===== src/core/hoc_pkg.sv =====
package hoc_pkg;

  // --------------------------------------------------------------
  // reference clock and settling delays
  // --------------------------------------------------------------
  localparam longint LF_CLK_HZ      = 64'd32768;
  localparam longint NS_PER_S       = 64'd1000000000;
  localparam longint SETTLE_T2_NS   = 64'd480000;   // 480 us
  localparam longint SETTLE_T3_NS   = 64'd1460000;  // 1.46 ms
  localparam longint SETTLE_T4_NS   = 64'd2440000;  // 2.44 ms
  localparam longint SETTLE_T5_NS   = 64'd5140000;  // 5.14 ms
  // least times, so counts of reference periods round up
  localparam logic [7:0] SETTLE_C2 = 8'((SETTLE_T2_NS * LF_CLK_HZ + NS_PER_S - 1) / NS_PER_S);
  localparam logic [7:0] SETTLE_C3 = 8'((SETTLE_T3_NS * LF_CLK_HZ + NS_PER_S - 1) / NS_PER_S);
  localparam logic [7:0] SETTLE_C4 = 8'((SETTLE_T4_NS * LF_CLK_HZ + NS_PER_S - 1) / NS_PER_S);
  localparam logic [7:0] SETTLE_C5 = 8'((SETTLE_T5_NS * LF_CLK_HZ + NS_PER_S - 1) / NS_PER_S);

  // --------------------------------------------------------------
  // field encodings
  // --------------------------------------------------------------
  localparam logic [2:0] START_MODE_OFF = 3'h0;
  localparam logic [2:0] START_MODE_ON  = 3'h1;
  localparam logic [2:0] TEST_SEL_LFCLK = 3'h7;
  localparam logic [1:0] HS_DIV_BY1     = 2'h0;
  localparam logic [1:0] HS_DIV_BY2     = 2'h1;
  localparam int         RES_FRAC_BITS  = 16;

  // --------------------------------------------------------------
  // controller states, gray along idle-settle-measure, idle-arm-run
  // --------------------------------------------------------------
  typedef enum logic [2:0] {
    ST_IDLE   = 3'h0,
    ST_SETTLE = 3'h1,
    ST_MEAS   = 3'h3,
    ST_CALARM = 3'h4,
    ST_CALRUN = 3'h6
  } hoc_state_t;

  // command strobes from the serial port decoder
  typedef struct packed {
    logic tofMeasure;
    logic tofMeasureRepeat;
    logic tempMeasure;
    logic tempMeasureRepeat;
    logic calResonator;
  } hoc_cmd_t;

  // configuration fields
  typedef struct packed {
    logic [2:0] hsOscStartMode;
    logic [2:0] testOut1Select;
    logic [2:0] testOut2Select;
    logic [1:0] calPeriodCount;
    logic [1:0] hsClockDivider;
  } hoc_cfg_t;

  // whole block state
  typedef struct packed {
    hoc_state_t  st;
    logic        lfPrev;
    logic        hsPrev;
    logic [2:0]  lfDiv;
    logic [7:0]  settleCnt;
    logic [4:0]  perCnt;
    logic [1:0]  hsPre;
    logic [15:0] hsCnt;
    logic [31:0] calResult;
    logic        irqPend;
    logic        calIrq;
    logic        hsOscEn;
    logic        measStart;
    logic        calStart;
    logic        calStop;
    logic        fireInOut;
    logic        fireInOe;
    logic        startEnOut;
    logic        startEnOe;
  } hoc_regs_t;

endpackage


===== src/core/hoc_osc_ctrl.sv =====
`timescale 1ns/100ps
// Overview of operation
// - start-mode above 1 gates oscillator per measurement
// - mode 0 off except during calibration, 1 on, 2..7 settle delays
// - settle and calibration timed from reference clock
// - reference oscillator always runs, never disabled
// - selector1 equals 7 drives reference to fire-in
// - selector2 equals 7 drives reference/8 to start-enable
// - calibration start/stop pulses from reference clock
// - store result first, then raise interrupt flag
// - calibration command triggers calibration using period count
// - period count 0..3 selects 2,4,8,16 periods
// - result in divided high-speed periods, 16.16 format
module hoc_osc_ctrl (
  // clock, reset, enable
  input  wire logic              clk_sys,
  input  wire logic              rst,
  input  wire logic              clkEn,
  // clocks sampled as levels
  input  wire logic              lfClkIn,
  input  wire logic              highSpeedClock,
  // commands and configuration
  input  wire hoc_pkg::hoc_cmd_t cmd,
  input  wire hoc_pkg::hoc_cfg_t cfg,
  input  wire logic              measureDone,
  input  wire logic              irqClear,
  // oscillator and measurement control
  output logic                   hsOscEnable,
  output logic                   measureStart,
  output logic                   calStartPulse,
  output logic                   calStopPulse,
  output logic [31:0]            calResult,
  output logic                   calIrq,
  // test pins
  output logic                   fireInOut,
  output logic                   fireInOe,
  output logic                   startEnOut,
  output logic                   startEnOe
);

  hoc_pkg::hoc_regs_t q;
  hoc_pkg::hoc_regs_t d;

  // --------------------------------------------------------------
  // helpers
  // --------------------------------------------------------------
  // settle delay in reference periods for a start mode
  function automatic logic [7:0] settleLen(input logic [2:0] mode);
    unique case (mode)
      3'h2:    settleLen = hoc_pkg::SETTLE_C2;
      3'h3:    settleLen = hoc_pkg::SETTLE_C3;
      3'h4:    settleLen = hoc_pkg::SETTLE_C4;
      default: settleLen = hoc_pkg::SETTLE_C5;
    endcase
  endfunction

  // prescaler terminal value for the high-speed divider
  function automatic logic [1:0] preLast(input logic [1:0] div);
    unique case (div)
      hoc_pkg::HS_DIV_BY1: preLast = 2'h0;
      hoc_pkg::HS_DIV_BY2: preLast = 2'h1;
      default:             preLast = 2'h3; // 2 and 3 both divide by 4
    endcase
  endfunction

  logic       lfRise;
  logic       hsRise;
  logic       anyMeas;
  logic [4:0] calPeriods;

  // edges of the sampled clocks; the reference is never gated here
  assign lfRise     = lfClkIn & ~q.lfPrev;
  assign hsRise     = highSpeedClock & ~q.hsPrev;
  assign anyMeas    = cmd.tofMeasure | cmd.tofMeasureRepeat |
                      cmd.tempMeasure | cmd.tempMeasureRepeat;
  assign calPeriods = 5'(5'h2 << cfg.calPeriodCount);

  // --------------------------------------------------------------
  // next state
  // --------------------------------------------------------------
  always_comb begin
    d           = q;
    d.lfPrev    = lfClkIn;
    d.hsPrev    = highSpeedClock;
    d.measStart = 1'b0;
    d.calStart  = 1'b0;
    d.calStop   = 1'b0;
    d.irqPend   = 1'b0;
    // free divide by 8 of the reference
    if (lfRise) begin
      d.lfDiv = q.lfDiv + 3'h1;
    end
    unique case (q.st)
      hoc_pkg::ST_IDLE: begin
        if (cmd.calResonator) begin
          d.st     = hoc_pkg::ST_CALARM;
          d.perCnt = 5'h0;
          d.hsCnt  = 16'h0;
          d.hsPre  = 2'h0;
        end else if (anyMeas) begin
          if (cfg.hsOscStartMode > hoc_pkg::START_MODE_ON) begin
            d.st        = hoc_pkg::ST_SETTLE;
            d.settleCnt = settleLen(cfg.hsOscStartMode);
          end else begin
            d.st        = hoc_pkg::ST_MEAS;
            d.measStart = 1'b1;
          end
        end
      end
      hoc_pkg::ST_SETTLE: begin
        // delay counted in reference periods, not system cycles
        if (lfRise) begin
          d.settleCnt = q.settleCnt - 8'h1;
          if (q.settleCnt == 8'h1) begin
            d.st        = hoc_pkg::ST_MEAS;
            d.measStart = 1'b1;
          end
        end
      end
      hoc_pkg::ST_MEAS: begin
        if (measureDone) begin
          d.st = hoc_pkg::ST_IDLE;
        end
      end
      hoc_pkg::ST_CALARM: begin
        // aligning to a reference edge removes a partial first period
        if (lfRise) begin
          d.st       = hoc_pkg::ST_CALRUN;
          d.calStart = 1'b1;
        end
      end
      hoc_pkg::ST_CALRUN: begin
        // counts divided high-speed periods; the start-enable input is
        // assumed held by the controller while this runs
        if (hsRise) begin
          if (q.hsPre == preLast(cfg.hsClockDivider)) begin
            d.hsPre = 2'h0;
            d.hsCnt = q.hsCnt + 16'h1;
          end else begin
            d.hsPre = q.hsPre + 2'h1;
          end
        end
        if (lfRise) begin
          d.perCnt = q.perCnt + 5'h1;
          if (q.perCnt + 5'h1 == calPeriods) begin
            d.st        = hoc_pkg::ST_IDLE;
            d.calStop   = 1'b1;
            // fraction left at zero: sub-period phase not resolved here
            d.calResult = {q.hsCnt, {hoc_pkg::RES_FRAC_BITS{1'b0}}};
            d.irqPend   = 1'b1;
          end
        end
      end
      default: d.st = hoc_pkg::ST_IDLE;
    endcase
    // flag follows the stored result by one cycle; set beats clear
    d.calIrq = q.irqPend | (q.calIrq & ~irqClear);
    // mode 1 runs it continuously; mode 0 keeps it off for measurements,
    // while calibration still needs the resonator and turns it on in any mode
    d.hsOscEn = (cfg.hsOscStartMode == hoc_pkg::START_MODE_ON) |
                ((cfg.hsOscStartMode != hoc_pkg::START_MODE_OFF) &
                 (d.st != hoc_pkg::ST_IDLE)) |
                (d.st == hoc_pkg::ST_CALARM) | (d.st == hoc_pkg::ST_CALRUN);
    // test outputs of the reference clock
    d.fireInOe   = (cfg.testOut1Select == hoc_pkg::TEST_SEL_LFCLK);
    d.fireInOut  = d.fireInOe & lfClkIn;
    d.startEnOe  = (cfg.testOut2Select == hoc_pkg::TEST_SEL_LFCLK);
    d.startEnOut = d.startEnOe & d.lfDiv[2];
  end

  // --------------------------------------------------------------
  // state register
  // --------------------------------------------------------------
  always_ff @(posedge clk_sys or posedge rst) begin
    if (rst) begin
      q    <= '0;
      q.st <= hoc_pkg::ST_IDLE;
    end else if (clkEn) begin
      q <= d;
    end
  end

  // outputs straight from flops
  assign hsOscEnable   = q.hsOscEn;
  assign measureStart  = q.measStart;
  assign calStartPulse = q.calStart;
  assign calStopPulse  = q.calStop;
  assign calResult     = q.calResult;
  assign calIrq        = q.calIrq;
  assign fireInOut     = q.fireInOut;
  assign fireInOe      = q.fireInOe;
  assign startEnOut    = q.startEnOut;
  assign startEnOe     = q.startEnOe;
endmodule


===== config.mk =====
export PLATFORM = sky130hd
export DESIGN_NAME = hoc_osc_ctrl
export DESIGN_NICKNAME = d
export VERILOG_FILES = /design/src/core/hoc_pkg.sv /design/src/core/hoc_osc_ctrl.sv
export SDC_FILE = /design/constraint.sdc
export NUM_CORES = 1
export LEC_CHECK = 0
export ABC_AREA = 1
export BUFFER_PORTS_ARGS = -buffer_cell sky130_fd_sc_hd__buf_2
export CORE_AREA = 2 2 92 94
export CTS_CLUSTER_DIAMETER = 150
export DETAILED_ROUTE_END_ITERATION = 8
export DIE_AREA = 0 0 94 96
export GPL_TIMING_DRIVEN = 1
export MAX_ROUTING_LAYER = met4
export PLACE_DENSITY = 0.71
export RECOVER_POWER = 100
export SLEW_MARGIN = 10
export SYNTH_ARGS = -nofsm -noshare
export SYNTH_HDL_FRONTEND = slang
export SYNTH_SLANG_ARGS = --single-unit

===== constraint.sdc =====
create_clock -name clk_sys -period 3.37 [get_ports clk_sys]
set_input_delay 1.011 -clock clk_sys [delete_from_list [all_inputs] [get_ports clk_sys]]
set_output_delay 1.011 -clock clk_sys [all_outputs]
set_load 0.05 [all_outputs]

==> impl_results.md <==
* Vias per Instance at about 5.0
* Antenna diodes at 0
* Yosys reg bits at between 60 and 70
* Post-synth top area cell: dfrtp_1
* Worst-Margin Slew at 1.20 ns
* Clock sink count at 64
* Top-count cell post-synth: nand2_1
* Logic gate share of total power at 0.308
* DIE WIDTH at roughly 94 µm
* Fin Setup TNS at 0 ns
* Placed insts at between 600 and 700
* Hold Buf Count CTS at 0
* Gr usage total at 0.188
* Clock Path Buffers at 2
* CP required at between 3 and 4 ns
* Clock power frac at 0.264
* Final Cell Area at 0.00394 mm²
* Fillcell total at 819
* Max cap viols at 0
* CTS H-tree depth at 3
* EDFF count, synth at 0
* Initial Util at 0.461
* Die area at 0.00902 mm²
* Critical Path Start Type: input pin
* Net Sw Frac at 0.395
* Nets at 539
* RD Place Congestion at roughly 0.91
* Commonest cells in the synthesized netlist: nand2_1, dfrtp_1, inv_1, buf_4, nor2_1
* Switching power at around 960 µW
* Post-CTS sizing at 0
* Initial DRC count at ~150
* Layout Cells excl Fill at ~620
* DP Area at 0.00386 mm²
* Fmax at 0.419 GHz
* Routed Antenna Nets at 0
* Lkg Pwr at 0.00185 µW
* Vias in the first global route at 2861
* Crit path DAT at 2.62 ns
* Status: finished, final reports clean
* Drt drc at 0
* CTS Buf Count at 9
* Wire per inst at 12.3 µm
* Vias at 3115
* DRT Wirelength at roughly 7600 µm
* Synth async-reset ratio at 1.00
* Fin Clk Skew at 0.00443 ns
* Share of the synthesized area in the top cell type at 0.432
* Hold Path Class: register to register
* Port Buffer Count at 49
* I/O pin count at 66
* Reg clk slew, reported paths at 0.07 ns
* Die height at 96 µm
* Syn Inst Count at 473
* Rows at 33
* CTS tree: built
* Critical path class: input pin to register
* Final Critical Period at 2.39 ns
* Congestion Overflow GR at 0
* Iteration count of the initial detailed-routing pass at 5
* Tcrit/Tclk final at 0.708
* Slew headroom at 0.201
* Peak VDD IR at roughly 0.0003 V
* Fin. Hold Viols at 0
* Proportion of synthesized chip area in sequential cells at 0.432
* Fin worst setup slack at 0.983 ns
* Pre-CTS setup slack at 0.814 ns
* Synth-to-Final Area Change at 6.17%
* Fraction of layout cells with a size suffix above 1 at 0.101
* Core box area at 0.00805 mm²
* Total internal power at 1470 µW
* Final Setup Violations at 0
* Ys Warns at 0
* Flop pwr share at 0.428
* Clk_lat worst skew at 0.34 ns
* RSZ-0062 raised after global routing: false
* Most used DFF post-synth: dfrtp_1
* Largest net degree at the start of global routing at 33
* CP max FO at 19
* Final Max Slew Viols at 0
* CTS root buffer: clkbuf_8
* Synth area leaders: dfrtp_1, nand2_1, buf_4
* Cell Pwr Density at 615 mW/mm²
* Post-synth cell types at 39
* Netlist Area Pre-Place at 0.00371 mm²
* Final Util at 0.489
* Crit end category: register
* Avg Cell Area, Syn at 7.84 µm²
* Initial antenna violation count at 0
* Global-route wire length before repair at 13000 µm
* Placed wire-length estimate at 5670 µm
* Post-CTS Setup Inserts at 0
==> placed cells by master (no fill, tap or decap), types with 16 or more instances in the layout <==
cell	netlist	layout
nor2_1	32	33
a21oi_1	15	17
nand4_1	18	20
buf_2	7	21
conb_1	1	16
dfrtp_1	64	64
nand2_1	111	112
o21ai_0	31	50
inv_1	53	53
clkbuf_1	2	31
nand3_1	30	32
==> state kept, by name (all words and copies together) (netlist names) <==
register / flops
startEnOe: 1
calResult: 16
hsOscEnable: 1
q: 39
fireInOut: 1
calIrq: 1
calStartPulse: 1
calStopPulse: 1
measureStart: 1
startEnOut: 1
fireInOe: 1
==> kinds of logic (layout without fill, tap and decap cells) <==
family	count (synthesis)	after routing	share of synthesized area
flops	64	64	0.432
compound gates	81	81	0.123
fa+ha+maj	5	5	0.0169
xor+xnor	9	9	0.0213
other cells	1	16	0.00101
mux	1	1	0.00304
simple gates	210	210	0.257
buf+inv	102	128	0.146
==> power by group through the flow <==
stage | clock (µW) | sequential (µW) | combinational (µW)
after CTS | 659 | 1040 | 802
after detailed placement | 0 | 1050 | 800
after global routing | 695 | 1060 | 858
after floorplan | 0 | 1060 | 658
after global placement | 0 | 1040 | 785
final | 639 | 1040 | 747
==> area by class of cell <==
type / instances / area, µm² / area share
Tap cell: 105 / 131 / 0.0334
Clock buffer: 10 / 128 / 0.0324
Inverter: 59 / 226 / 0.0575
Multi-Input combinational cell: 322 / 1560 / 0.396
Timing Repair Buffer: 53 / 233 / 0.0591
Sequential cell: 64 / 1600 / 0.407
Clock inverter: 6 / 60.1 / 0.0153
==> worst max-delay path, cell delays in order <==
cell and delay (ns):
clkbuf_1 0.24, nand3_1 0.18, a21oi_1 0.26, nand2_1 0.41, clkinv_4 0.28, o21ai_0 0.11
o21a_1 0.11
==> routing by layer <==
metal | up-vias | global-route usage | part of all wire
met1 | 1453 | 0.236 | 0.45
met5 | - | - | 0
met4 | 0 | 0.0580 | 0.0085
li1 | 1572 | - | -
met2 | 83 | 0.314 | 0.49
met3 | 7 | 0.0305 | 0.046
==> final timing paths <==
| kind | startpoint | end | slack, ns | depth (start not counted) |
|---|---|---|---|---|
| worst max register to register | q[78] | q[57] | 0.99 | 8 |
| worst max-delay path | clkEn | q[42] | 0.98 | 7 |
| worst min register to register | q[73] | q[73] | 0.48 | 1 |
| min in group asynchronous | rst | q[68] | 0.98 | 2 |
| worst min-delay path | q[73] | q[73] | 0.48 | 1 |
| max in group asynchronous | rst | q[56] | 1.10 | 3 |
==> through the flow <==
stage,hold WS [ns],power [µW]
3_3_place_gp,0.463,1830
4_1_cts,0.483,2500
5_1_grt,0.517,2610
2_1_floorplan,0.448,1720
3_5_place_dp,0.467,1850
6_report,0.479,2420
Power figures use the tool's default switching activity.
